`src/rtl/mov_pkg.sv`:
```
package mov_pkg;
  localparam int ADDR_W   = 32;
  localparam int DATA_W   = 32;
  localparam int DOM_W    = 2;
  localparam int SB_DEPTH = 4;
  localparam int SB_IDX_W = 2;

  typedef enum logic [1:0] {OP_LOAD = 2'b00, OP_STORE = 2'b01, OP_SEM = 2'b10, OP_FENCE = 2'b11} op_e;
  typedef enum logic [1:0] {ORD_UNORD = 2'b00, ORD_ACQ = 2'b01, ORD_REL = 2'b10} ord_e;
  typedef enum logic [1:0] {
    WRITEBACK_ATTR         = 2'b00,
    STRICT_UNCACHED_ATTR   = 2'b01,
    UNCACHED_EXPORTED_ATTR = 2'b10
  } attr_e;
  typedef enum logic [1:0] {ST_IDLE = 2'b00, ST_COH = 2'b01, ST_PER = 2'b10} fsm_e;

  typedef struct packed {
    op_e               op;
    ord_e              ord;
    attr_e             attr;
    logic [DOM_W-1:0]  dom;
    logic [ADDR_W-1:0] addr;
    logic [DATA_W-1:0] data;
  } mem_req_s;

  typedef struct packed {
    logic              rel;
    logic [ADDR_W-1:0] addr;
    logic [DATA_W-1:0] data;
  } sb_entry_s;

  typedef struct packed {
    fsm_e                         fsm;
    sb_entry_s [SB_DEPTH-1:0]     sb;
    logic [SB_IDX_W-1:0]          head;
    logic [SB_IDX_W-1:0]          tail;
    logic [SB_IDX_W:0]            count;
    logic                         coh_valid;
    logic                         coh_drain;
    mem_req_s                     coh;
    logic                         per_valid;
    mem_req_s                     per;
    logic                         rsp_valid;
    logic [DATA_W-1:0]            rsp_data;
  } unit_s;
endpackage

```
`src/rtl/mem_order_unit.sv`:
```
// Notes on behaviour
// - Release stores and semaphores reach the coherence domain one at a time in a single order.
// - A cacheable load may take its data from this unit's own store buffer before global visibility.
// - A cacheable store or semaphore after a release store becomes visible only after that release store.
// - Order is kept both for data read from another processor and for control dependencies.
// - A release store becomes visible through one single commit that all observers see at once.
// - A semaphore is also one single commit with the same causality as a release store.
// - Unordered stores need no extra wait and promise nothing to later operations.
// - An acquire load completes before any later operation of this processor is accepted.
// - Both uncached page attributes are handled as sequential memory.
// - Sequential accesses reach their peripheral domain in program order.
// - That program order holds for every ordering semantics, fence included.
// - Sequential accesses bypass the store buffer and are never seen by other observers here.
// - A sequential release store waits until all earlier stores are visible to the coherence domain.
// - Two unordered cacheable stores may become visible in either order; this unit drains them oldest first.
// - A sequential unordered store after a sequential release store stays behind it.
// - Semaphores are never served from nor forwarded out of the store buffer.
`timescale 1ns/1ps
module mem_order_unit
  import mov_pkg::*;
(
  // Clock and reset.
  input  wire logic              clk,
  input  wire logic              rst,
  // Core request and response.
  input  wire logic              req_valid,
  output logic                   req_ready,
  input  wire mem_req_s          req,
  output logic                   rsp_valid,
  output logic [DATA_W-1:0]      rsp_data,
  // Coherence domain port.
  output logic                   coh_valid,
  output mem_req_s               coh_req,
  input  wire logic              coh_ack,
  input  wire logic [DATA_W-1:0] coh_rdata,
  // Peripheral domain port.
  output logic                   per_valid,
  output mem_req_s               per_req,
  input  wire logic              per_ack,
  input  wire logic [DATA_W-1:0] per_rdata,
  // Status.
  output logic                   sb_empty
);

  unit_s q;
  unit_s d;

  logic                is_cached;
  logic                sb_full;
  logic                coh_free;
  logic                fwd_hit;
  logic [DATA_W-1:0]   fwd_data;
  logic                can_go;
  logic                accept;
  logic                push;
  logic                pop;
  logic                fsm_takes_coh;
  logic [SB_IDX_W-1:0] idx;

  assign sb_empty  = (q.count == '0);
  assign sb_full   = (q.count == (SB_IDX_W+1)'(SB_DEPTH));
  assign coh_free  = !q.coh_valid;
  assign is_cached = (req.attr == WRITEBACK_ATTR);
  assign req_ready = (q.fsm == ST_IDLE) && can_go;
  assign accept    = req_valid && req_ready;
  assign rsp_valid = q.rsp_valid;
  assign rsp_data  = q.rsp_data;
  assign coh_valid = q.coh_valid;
  assign coh_req   = q.coh;
  assign per_valid = q.per_valid;
  assign per_req   = q.per;

  ////////////////////////////////////////////////////////////////////////////////
  // Forwarding search, oldest to youngest so the youngest match wins.
  always_comb begin
    fwd_hit  = 1'b0;
    fwd_data = '0;
    idx      = '0;
    for (int k = 0; k < SB_DEPTH; k++) begin
      idx = q.head + SB_IDX_W'(k);
      if ((SB_IDX_W+1)'(k) < q.count && q.sb[idx].addr == req.addr) begin
        fwd_hit  = 1'b1;
        fwd_data = q.sb[idx].data;
      end
    end
  end

  ////////////////////////////////////////////////////////////////////////////////
  // Acceptance decision from the ordering and attribute tags.
  always_comb begin
    can_go = 1'b0;
    if (req.op == OP_FENCE) begin
      can_go = sb_empty && coh_free && !q.per_valid;
    end else if (!is_cached) begin
      // One sequential access in flight at a time keeps the peripheral domain in program order.
      if (req.ord == ORD_REL) begin
        can_go = sb_empty && coh_free;
      end else begin
        can_go = 1'b1;
      end
    end else begin
      case (req.op)
        OP_STORE: can_go = !sb_full;
        OP_LOAD:  can_go = fwd_hit || coh_free;
        OP_SEM:   can_go = sb_empty && coh_free;
        default:  can_go = 1'b0;
      endcase
    end
  end

  ////////////////////////////////////////////////////////////////////////////////
  // Next state.
  always_comb begin
    d             = q;
    d.rsp_valid   = 1'b0;
    push          = 1'b0;
    pop           = 1'b0;
    fsm_takes_coh = 1'b0;
    case (q.fsm)
      ST_IDLE: begin
        if (accept) begin
          if (req.op == OP_FENCE) begin
            d.rsp_valid = 1'b1;
            d.rsp_data  = '0;
          end else if (!is_cached) begin
            d.per_valid = 1'b1;
            d.per       = req;
            d.fsm       = ST_PER;
          end else if (req.op == OP_STORE) begin
            push        = 1'b1;
            d.rsp_valid = 1'b1;
            d.rsp_data  = '0;
          end else if (req.op == OP_LOAD && fwd_hit) begin
            d.rsp_valid = 1'b1;
            d.rsp_data  = fwd_data;
          end else begin
            // Loads and semaphores wait for their data, so a control dependency cannot run ahead.
            fsm_takes_coh = 1'b1;
            d.coh_valid   = 1'b1;
            d.coh_drain   = 1'b0;
            d.coh         = req;
            d.fsm         = ST_COH;
          end
        end
      end
      ST_COH: begin
        if (coh_ack) begin
          d.coh_valid = 1'b0;
          d.rsp_valid = 1'b1;
          d.rsp_data  = coh_rdata;
          d.fsm       = ST_IDLE;
        end
      end
      ST_PER: begin
        if (per_ack) begin
          d.per_valid = 1'b0;
          d.rsp_valid = 1'b1;
          d.rsp_data  = per_rdata;
          d.fsm       = ST_IDLE;
        end
      end
      default: d.fsm = ST_IDLE;
    endcase

    // Drain is oldest first; unordered stores could pass each other but the single queue is cheaper.
    if (q.coh_valid && q.coh_drain && coh_ack) begin
      pop         = 1'b1;
      d.coh_valid = 1'b0;
    end else if (!q.coh_valid && !fsm_takes_coh && !sb_empty) begin
      d.coh_valid  = 1'b1;
      d.coh_drain  = 1'b1;
      d.coh.op     = OP_STORE;
      d.coh.ord    = q.sb[q.head].rel ? ORD_REL : ORD_UNORD;
      d.coh.attr   = WRITEBACK_ATTR;
      d.coh.dom    = '0;
      d.coh.addr   = q.sb[q.head].addr;
      d.coh.data   = q.sb[q.head].data;
    end

    if (push) begin
      d.sb[q.tail].rel  = (req.ord == ORD_REL);
      d.sb[q.tail].addr = req.addr;
      d.sb[q.tail].data = req.data;
      d.tail            = q.tail + SB_IDX_W'(1);
    end
    if (pop) begin
      d.head = q.head + SB_IDX_W'(1);
    end
    d.count = q.count + (SB_IDX_W+1)'(push) - (SB_IDX_W+1)'(pop);
  end

  always_ff @(posedge clk) begin
    if (rst) begin
      q <= '0;
    end else begin
      q <= d;
    end
  end
endmodule

```
`config.mk`:
```
export PLATFORM = sky130hd
export DESIGN_NAME = mem_order_unit
export DESIGN_NICKNAME = d
export VERILOG_FILES = /design/src/rtl/mov_pkg.sv /design/src/rtl/mem_order_unit.sv
export SDC_FILE = /design/constraint.sdc
export NUM_CORES = 1
export LEC_CHECK = 0
export ABC_AREA = 1
export BUFFER_PORTS_ARGS = -buffer_cell sky130_fd_sc_hd__buf_4
export CAP_MARGIN = 10
export CORE_MARGIN = 1.5
export CORE_UTILIZATION = 35
export CTS_CLUSTER_SIZE = 10
export DETAILED_ROUTE_END_ITERATION = 7
export HOLD_SLACK_MARGIN = 0.05
export PLACE_DENSITY = 0.58
export SLEW_MARGIN = 20
export SYNTH_ARGS = -nofsm -noshare
export SYNTH_HDL_FRONTEND = slang
export SYNTH_SLANG_ARGS = --single-unit
```
`constraint.sdc`:
```
create_clock -name clk -period 4.5 [get_ports clk]
set_clock_uncertainty 0.1 [all_clocks]
set_input_delay 0.45 -clock clk [delete_from_list [all_inputs] [get_ports clk]]
set_output_delay 0.45 -clock clk [all_outputs]
set_load 0.01 [all_outputs]
```
Word level (Yosys, flattened, before mapping)
Cells that the tools add are included.
W data, S select, Z words.
{"block": "op_classes", "n_eq_ne": 26, "div": 0, "order_cmp": 10, "n_addsub": 6, "shift": 0, "n_mux": 70, "mul": 0, "reduce_logical": 33, "bitwise": 2}
{"op": "$bwmux W260", "count": 3}
{"op": "$bmux W65 S2", "count": 4}
{"op": "$demux W65 S2", "count": 3}
{"op": "$mux W74", "count": 4}
{"op": "$mux W64", "count": 4}
{"op": "$mux W73", "count": 3}
{"op": "$mux W33", "count": 6}
{"op": "$mux W180", "count": 1}
{"op": "$mux W32", "count": 5}
{"op": "$mux W147", "count": 1}
{"op": "$mux W65", "count": 2}
{"op": "$eq A32 B32 Y1", "count": 4}
{"op": "$pmux W33 S3", "count": 1}
{"op": "$mux W1", "count": 21}
{"op": "$ne A3 B2 Y1 const B", "count": 6}
{"op": "$mux W2", "count": 8}
{"op": "$lt A2 B3 Y1 const B", "count": 5}
{"op": "$logic_and A1 B1 Y1", "count": 14}
{"op": "$reduce_and A6 Y1", "count": 2}
{"op": "$ne A2 B2 Y1 const B", "count": 5}
{"op": "$ne A3 B3 Y1 const B", "count": 3}
{"op": "$eq A2 B2 Y1 const B", "count": 4}
{"op": "$reduce_and A7 Y1", "count": 1}
{"op": "$logic_not A2 Y1", "count": 3}
{"op": "other kinds (22)", "count": 34}
{"block": "word_totals", "rom_bits": 0, "latch_bits": 0, "ff_bits": 449, "in_bits": 141, "wordCells": 180, "ramBits": 0, "output_inout_bits": 181, "n_memories": 0}

Longest topological paths before layout
Gate-level depths: netlist (run 1).
{"block": "logic_depth", "ltp_word": 21, "depth_mapped": 29, "ltp_nobuf": 26}

Worst setup path before layout (run 1)
No wires, ideal clock.
{"block": "synth_path", "kind": "register to register", "start": "reg q[185] in the netlist's numbering", "end": "reg q[182] in the netlist's numbering", "setup_time_ns": 0.128, "synth_period_minus_slack_ns": 3.747, "setup_slack_ns": 0.753, "stages_incl_launch_ff": 27, "path_buffers": 4, "arrival_time_ns": 3.519, "required_ns": 4.272, "path_cell_list": "dfxtp_1 > buf_6 > buf_6 > buf_2 > or2_2 > nand3_1 > nand2_1 > nand2_1 > nand3_1 > nor2_1 > nand3_1 > nor2_2 > nor2_1 > nand2_1 > nand2_1 > nand2_1 > nand2_1 > nand2_2 > nand4_2 > clkbuf_1 > ha_1 > inv_1 > ha_1 > inv_1 > fa_1 > xnor2_1 > nor2_1"}
{"block": "synth_via", "elab_chain_cells": 18, "elab_cells_between_ends": 33, "classes_between": "add/sub (5); eq/ne (4); mux (17); reduce/logical (7)"}
{"element": "start, declared", "line_no": "mem_order_unit.sv:45", "rtl": "unit_s q;"}
{"element": "start signal, assigned", "line_no": "mem_order_unit.sv:194", "rtl": "q <= '0;"}
{"element": "start signal, assigned", "line_no": "mem_order_unit.sv:196", "rtl": "q <= d;"}
{"element": "$add A2 B1 Y2 / $bmux W65 S2 (equally long branches)", "line_no": "mem_order_unit.sv:80, mem_order_unit.sv:81"}
{"element": "$bmux W65 S2 / $mux W65 (equally long branches)"}
{"element": "$mux W64 / $eq A32 B32 Y1 (equally long branches)"}
{"element": "$eq A32 B32 Y1 / $logic_and A1 B1 Y1 (equally long branches)", "line_no": "mem_order_unit.sv:81", "rtl": "if ((SB_IDX_W+1)'(k) < q.count && q.sb[idx].addr == req.addr) begin"}
{"element": "$logic_and A1 B1 Y1 / $mux W1 (equally long branches)", "line_no": "mem_order_unit.sv:81"}
{"element": "$mux W1 (2 in a row)", "line_no": "mem_order_unit.sv:81"}
{"element": "$mux W1 (*)", "line_no": "mem_order_unit.sv:81"}
{"element": "$logic_or A1 B1 Y1 (*)", "line_no": "mem_order_unit.sv:104", "rtl": "OP_LOAD: can_go = fwd_hit || coh_free;"}
{"element": "$pmux W1 S3 (*)", "line_no": "mem_order_unit.sv:102", "rtl": "case (req.op)"}
{"element": "$mux W1 (*)", "line_no": "mem_order_unit.sv:94", "rtl": "end else if (!is_cached) begin"}
{"element": "$mux W1 (*)", "line_no": "mem_order_unit.sv:92", "rtl": "if (req.op == OP_FENCE) begin"}
{"element": "$logic_and A1 B1 Y1 (*)", "line_no": "mem_order_unit.sv:64", "rtl": "assign req_ready = (q.fsm == ST_IDLE) && can_go;"}
{"element": "$logic_and A1 B1 Y1 (*)", "line_no": "mem_order_unit.sv:65", "rtl": "assign accept = req_valid && req_ready;"}
{"element": "$mux W1 (*)", "line_no": "mem_order_unit.sv:121", "rtl": "if (accept) begin"}
{"element": "$mux W1 (*)", "line_no": "mem_order_unit.sv:119", "rtl": "case (q.fsm)"}
{"element": "$add A3 B1 Y3 (*)", "line_no": "mem_order_unit.sv:189", "rtl": "d.count = q.count + (SB_IDX_W+1)'(push) - (SB_IDX_W+1)'(pop);"}
{"element": "$sub A3 B1 Y3 (*)", "line_no": "mem_order_unit.sv:189"}
Mark *: on every way between the ends. The rest lies on a longest branch, timed or not. The select of a mux whose other input is x is not followed.
A chain may end at the register's enable or synchronous reset.

Worst setup path in the final report (run 1)
{"block": "layout_path", "start": "reg q[182] in the netlist's numbering", "end": "out req_ready"}
{"block": "layout_via", "elab_chain_cells": 11, "elab_cells_between_ends": 23, "classes_between": "order compare (4); eq/ne (1); mux (8); reduce/logical (10)"}
{"element": "$lt A1 B3 Y1", "line_no": "mem_order_unit.sv:81"}
{"element": "$logic_and A1 B1 Y1", "line_no": "mem_order_unit.sv:81"}
{"element": "$mux W1 (4 in a row)", "line_no": "mem_order_unit.sv:81"}
{"element": "$logic_or A1 B1 Y1", "line_no": "mem_order_unit.sv:104"}
{"element": "$pmux W1 S3", "line_no": "mem_order_unit.sv:102"}
{"element": "$mux W1", "line_no": "mem_order_unit.sv:94"}
{"element": "$mux W1 (*)", "line_no": "mem_order_unit.sv:92"}
{"element": "$logic_and A1 B1 Y1 (*)", "line_no": "mem_order_unit.sv:64"}
{"element": "end, declared", "line_no": "mem_order_unit.sv:27", "rtl": "output logic req_ready,"}
Mark *: on every way between the ends. The rest lies on a longest branch, timed or not.

==> metrics.md, run 1 <==
| Metric | Value |
|---|---|
| Largest family of logic cells by synthesized area | `simple AND/OR/NAND/NOR gates` |
| GRT Resource Usage Total | `0.245` |
| GRT overflow | `0` |
| DRC Markers | `0` |
| Slew of the pin with the lowest slew margin | `1.16 ns` |
| Initial core utilization | `0.353` |
| Post-Synthesis Cells | `5,092` |
| CTS Buf Count | `55` |
| Setup TNS | `0 ns` |
| Layout cell share with drive strength beyond 1 | `0.104` |
| Mux share of post-synthesis cell area | `0` |
| Slew HR | `0.224` |
| Max_cap viols | `0` |
| # rows | `106` |
| Ports | `322` |
| Vias | `31,400` |
| Peak VDD IR | `0.238 mV` |
| Adder-cell area share of the yosys netlist | `0.00408` |
| Clock root cell | `clkbuf_16` |
| Placer Congestion | `1.01` |
| Initial antenna violation count | `2` |
| Critical Path RT | `3.95 ns` |
| Die Y | `293 um` |
| First DRT Iteration DRCs | `2,707` |
| Leakage power | `15.4 nW` |
| Placed wire-length estimate | `76,600 um` |
| RSZ-0062 raised after global routing | `no` |
| Chip width | `293 um` |
| Xor and xnor area share after synthesis | `0.00327` |
| Total Wirelength | `109,000 um` |
| Hold Crit Class | `in2reg` |
| IO buf count | `321` |
| Seq/Total Area, Yosys | `0.305` |
| Area growth from synthesis to layout | `15.0%` |
| Clock sink count | `449` |
| Final critical-path required period | `4.31 ns` |
| H-Tree Depth | `2` |
| Mapped Nets | `5,242` |
| Vias/cell | `5.06` |
| CP arrival | `3.76 ns` |
| Vias in the first global route | `28,100` |
| Yosys warns | `0` |
| Hold depth | `5` |
| Outcome | `finished, final reports clean` |
| Routed WL per cell | `17.6 um` |
| CTS tree | `built` |
| Library cells used by synthesis | `42` |
| Fin worst setup slack | `0.186 ns` |
| First-pass GRT wire length | `167,000 um` |
| Core area | `83,600 um2` |
| Largest net degree at the start of global routing | `136` |
| Pre-CTS setup slack | `0.319 ns` |
| Power density over cell area | `285 nW/um2` |
| FILL cells | `9,106` |
| Final setup fails | `0` |
| Diode count | `0` |
| Number of synthesized register bits | `449` |
| Crit path capture type | `primary output` |
| Clk_lat worst skew | `0.64 ns` |
| DRT Pass-1 Iters | `6` |
| Die Area | `86,000 um2` |
| Non-filler cells in the finished layout | `6,216` |
| Post-DRT Antenna Nets | `0` |
| Fin Hold WS | `0.0841 ns` |
| Compound-Gate Fraction of Synth Area | `0.108` |
| Cell Area, Synth | `29,500 um2` |
| Layout net count | `5,260` |
| Clock Tree Buf Depth | `3` |
| Syn avg cell area | `5.79 um2` |
| Top achievable clock speed | `232 MHz` |
| Worst Path Max Fanout | `4` |
| DP Cell Count | `6,074` |
| Final Hold Fails | `0` |
| Worst Reg2Reg Path Length in Cells | `23` |
| Fin crit share | `0.959` |
| Clock Pin Slew Worst Setup and Hold Paths | `0.06 ns` |
| Worst setup SP type | `flip-flop` |
| Simple-gate share of the synthesized area | `0.441` |
| Setup CP Type | `reg2out` |
| Max-slew violations | `0` |
[report_power, final]
group / total [mW] / switching [mW] / internal, mW
sequential: 4.18 / 0.0735 / 4.11
combinational: 1.34 / 0.830 / 0.514
clock: 4.14 / 1.81 / 2.33
total: 9.66 / 2.71 / 6.95
[repair_timing]
action	in CTS	in global routing
pin swaps	1	2
endpoints found under the hold margin	69	0
buffers inserted	1	4
resized for setup	0	7
hold buffers	53	0
endpoints found under the setup margin	1	3
gates cloned	0	1
[per-stage QoR]
stage	util	cell area (um2)	power, mW
floorplan	-	29500	5.08
global placement	0.379	31600	5.56
detailed placement	0.379	31600	5.56
CTS	0.404	33800	9.75
global route	0.406	33900	10.0
finish	0.406	33900	9.66
[metal layers]
metal | share of wire | track usage
met1 | 0.47 | 0.355
met2 | 0.43 | 0.379
met3 | 0.079 | 0.0402
met4 | 0.020 | 0.0562
met5 | 0 | 0
[layout by cell type (no fill, tap or decap), types with 35 or more instances in the layout]
cell type,instances
buf_4,391
nand4_1,87
o211ai_1,108
nor2_1,872
nand3_1,360
buf_12,35
clkbuf_16,56
nand2_1,1832
o21ai_0,380
inv_1,306
dfxtp_1,447
dlygate4sd3_1,53
[sequential cells by signal (all words and copies together) (netlist names)]
signal,cells
per_req,72
coh_req,72
coh_valid,1
q,270
per_valid,1
rsp_valid,1
rsp_data,32
[final timing paths]
| check | slack (ns) | endpoint | start |
|---|---|---|---|
| worst max-delay path | 0.19 | req_ready | q[182]$_SDFF_PP0_ |
| worst min-delay path | 0.08 | rsp_data[25]$_SDFFE_PP0P_ | coh_rdata[25] |
| worst max register to register | 0.34 | q[182]$_SDFF_PP0_ | q[182]$_SDFF_PP0_ |
| worst min register to register | 0.35 | coh_req[66]$_SDFF_PP0_ | coh_req[66]$_SDFF_PP0_ |
[Yosys cell counts, drive strengths merged]
cell    number  share of area
and3         1        0.00021
o22ai        1        0.00021
a31oi        2        0.00042
o21ai      394          0.067
nor2       884           0.11
nand3      361          0.061
dfxtp      449           0.30
nor3b        1        0.00025
a21oi       19         0.0032
a22oi       32         0.0082
xnor2        1        0.00030
buf        352          0.077
clkinv       3        0.00038
a21boi       2        0.00064
ha           8         0.0034
o21bai       3        0.00076
or2         10         0.0021
xor2        10         0.0030
a221oi       1        0.00030
nand3b      32         0.0082
nand2     1836           0.23
o211ai     108          0.028
nor4         3        0.00064
nand4       88          0.019
inv        310          0.039
fa           1        0.00068
clkbuf     171          0.022
and2         2        0.00042
nor3         7         0.0012
[cell type report]
cell class,count,area (um2),area share
Inverter,313,1190,0.0351
Tap cell,1080,1350,0.0399
Multi-Input combinational cell,3807,16500,0.486
Sequential cell,449,9000,0.265
Clock inverter,11,143,0.00421
Timing Repair Buffer,484,4270,0.126
Clock buffer,72,1470,0.0434
[critical path, cell delays in order (launching register included)]
cell      delay, ns
dfxtp_1        0.44
inv_1          0.19
ha_1           0.23
inv_1          0.16
nor2_1         0.09
a21oi_2        0.19
o211ai_1       0.22
nor2_1         0.22
nand3_1        0.16
nor2_2         0.18
nor2_1         0.06
nand2_1        0.20
nand2_1        0.10
nand2_1        0.07
nand2_1        0.07
buf_4          0.18
a21boi_4       0.20
buf_4          0.16
[cells by family after synthesis]
| group | after synthesis |
|---|---|
| buffers and inverters | 836 |
| adder cells (fa/ha/maj) | 9 |
| flip-flops | 449 |
| XOR/XNOR | 11 |
| AND/OR/NAND/NOR | 3225 |
| AO/OA/AOI/OAI | 562 |
Power figures use the tool's default switching activity.
==> inputs of run 2 (changes only) <==
clock period = 4.7 ns   (was 4.5 ns; I/O delays follow)
==> run 2 against run 1 <==
Compared with the run above: via count about the same; combinational power fell by 5%; global-route usage is 0.090 points lower; sequential power shrank 4%; critical path depth grew 2; design area decreased by 1.2%; register-to-register slack improved by 0.02 ns; highest routed layer unchanged.
==> metrics.md, run 2 (synthesis gave the netlist of run 1 again) <==
| Metric | Value |
|---|---|
| Outcome | `finished, final reports clean` |
| Chip width | `293 um (unchanged)` |
| # rows | `106 (unchanged)` |
| Core area | `83,600 um2 (unchanged)` |
| Core Util, Final | `0.401 (-0.00467)` |
| Layout cell share with drive strength beyond 1 | `0.0984 (-0.00574)` |
| Total Wirelength | `110,000 um (+0.38%)` |
| Final setup fails | `0 (unchanged)` |
| Clk_lat worst skew | `0.64 ns (about the same)` |
| Clock Tree Buf Depth | `3 (unchanged)` |
| Hold Crit Class | `in2reg` |
| CTS Buf Count | `56 (+1.8%)` |
| Setup CP Type | `reg2out` |
| Slew of the pin with the lowest slew margin | `1.03 ns (-0.129 ns)` |
| Placed wire-length estimate | `74,200 um (-3.1%)` |
| Ports | `322 (unchanged)` |
| GRT Resource Usage Total | `0.244 (-0.000901)` |
| GRT overflow | `0 (unchanged)` |
| Largest net degree at the start of global routing | `165 (+21%)` |
| Top reg by flops | `q` |
| Vias in the first global route | `27,900 (-0.97%)` |
| Worst Path Max Fanout | `29 (+25)` |
| CTS tree | `built` |
| Critical Path RT | `4.13 ns (+0.18 ns)` |
| Vias | `31,400 (-0.083%)` |
| Initial core utilization | `0.353 (unchanged)` |
| Max reg flops | `270 (unchanged)` |
| Post-DRT Antenna Nets | `0 (unchanged)` |
| Clock Pin Slew Worst Setup and Hold Paths | `0.06 ns (about the same)` |
| Layout net count | `5,218 (-0.80%)` |
| Setup TNS | `0 ns (unchanged)` |
| Peak VDD IR | `0.289 mV (+21%)` |
| Max-slew violations | `0 (unchanged)` |
| First-pass GRT wire length | `166,000 um (-0.41%)` |
| Final Hold Fails | `0 (unchanged)` |
| DRT Pass-1 Iters | `6 (unchanged)` |
| Crit path capture type | `primary output` |
| Leakage power | `15.2 nW (-1.1%)` |
| Most frequent cells in the layout | `nand2_1, nor2_1, dfxtp_1, o21ai_0, buf_4` |
| IO buf count | `321 (unchanged)` |
| DRC Markers | `0 (unchanged)` |
| Max_cap viols | `0 (unchanged)` |
| Leading cell type in the layout, fill and taps excluded | `nand2_1` |
| Fin crit share | `0.958` |
| Total power | `9.54 mW (-1.3%)` |
| Top achievable clock speed | `222 MHz` |
| Die Y | `293 um (unchanged)` |
| Routed WL per cell | `17.7 um (+0.93%)` |
| H-Tree Depth | `2 (unchanged)` |
| Fin Hold WS | `0.0869 ns (+0.00281 ns)` |
| Clock sink count | `449 (unchanged)` |
| CP arrival | `3.93 ns (+0.17 ns)` |
| Vias/cell | `5.08 (+0.47%)` |
| Worst setup SP type | `flip-flop` |
| Placer Congestion | `1.00 (-0.70%)` |
| Clock root cell | `clkbuf_16` |
| First DRT Iteration DRCs | `2,684 (-0.85%)` |
| Die Area | `86,000 um2 (unchanged)` |
| Final critical-path required period | `4.50 ns` |
| Slew HR | `0.311 (+0.0870)` |
| Power density over cell area | `285 nW/um2 (-0.16%)` |
| RSZ-0062 raised after global routing | `no` |
| Initial antenna violation count | `1 (-1)` |
| Area growth from synthesis to layout | `13.6%` |
-- run 2: report_power, final --
group | switching (mW) | total (mW) | leakage [nW] | internal (mW)
sequential | 0.0706 | 4.00 | 3.64 | 3.93
combinational | 0.796 | 1.27 | 10.7 | 0.474
clock | 1.78 | 4.26 | 0.846 | 2.48
-- run 2: critical path, stage by stage, from the launching register on --
cell and delay [ns]:
dfxtp_4 0.43, inv_8 0.11, buf_4 0.25, nand2_1 0.11
nand3_1 0.08, nand3_1 0.16, o21ai_0 0.18, nor2_1 0.20
nand2_1 0.07, nor2_1 0.18, nand3_1 0.11, nor2_2 0.15
nor2_1 0.09, nand2_2 0.17, nand2_1 0.13, nand2_1 0.08
nand2_1 0.10, a21boi_4 0.26, buf_12 0.24, buf_4 0.15
-- run 2: layout make-up --
type / instances / area, um2
Fill cell: 9164 / 50100
Multi-Input combinational cell: 3807 / 16500
Sequential cell: 449 / 9000
Timing Repair Buffer: 441 / 3740
Clock buffer: 81 / 1590
Tap cell: 1080 / 1350
Inverter: 313 / 1190
Clock inverter: 9 / 156
Antenna cell: 2 / 5.00
-- run 2: worst paths after layout --
kind	slack [ns]	depth (start not counted)	from	end
worst max-delay path	0.20	19	q[185]$_SDFFE_PP0P_	req_ready
worst min register to register	0.36	2	coh_req[67]$_SDFF_PP0_	coh_req[67]$_SDFF_PP0_
worst max register to register	0.36	23	q[185]$_SDFFE_PP0P_	rsp_data[25]$_SDFFE_PP0P_
worst min-delay path	0.09	5	coh_rdata[22]	rsp_data[22]$_SDFFE_PP0P_
-- run 2: metrics by stage --
| step | std cells | setup WS (ns) | cell area [um2] |
|---|---|---|---|
| after floorplan | 5092 | 0.953 | 29500 |
| final | 6182 | 0.197 | 33500 |
| after CTS | 6177 | 0.120 | 33400 |
| after detailed placement | 6039 | 0.416 | 31200 |
| after global placement | 6039 | 0.483 | 31200 |
| after global routing | 6180 | 0.0215 | 33500 |
-- run 2: per-layer routing --
| metal | global-route usage | vias up | wire length [um] |
|---|---|---|---|
| met5 | 0 | - | 0 |
| met4 | 0.0637 | 0 | 2630 |
| met3 | 0.0539 | 144 | 9820 |
| met2 | 0.370 | 1194 | 46100 |
| met1 | 0.348 | 14300 | 51000 |
| li1 | - | 15800 | - |
-- run 2: repair_timing --
item / in CTS / in global routing
resized for setup: 0 / 4
setup endpoints to repair: 0 / 1
hold endpoints to repair: 54 / 0
hold buffers: 48 / 0
setup buffers: 0 / 2
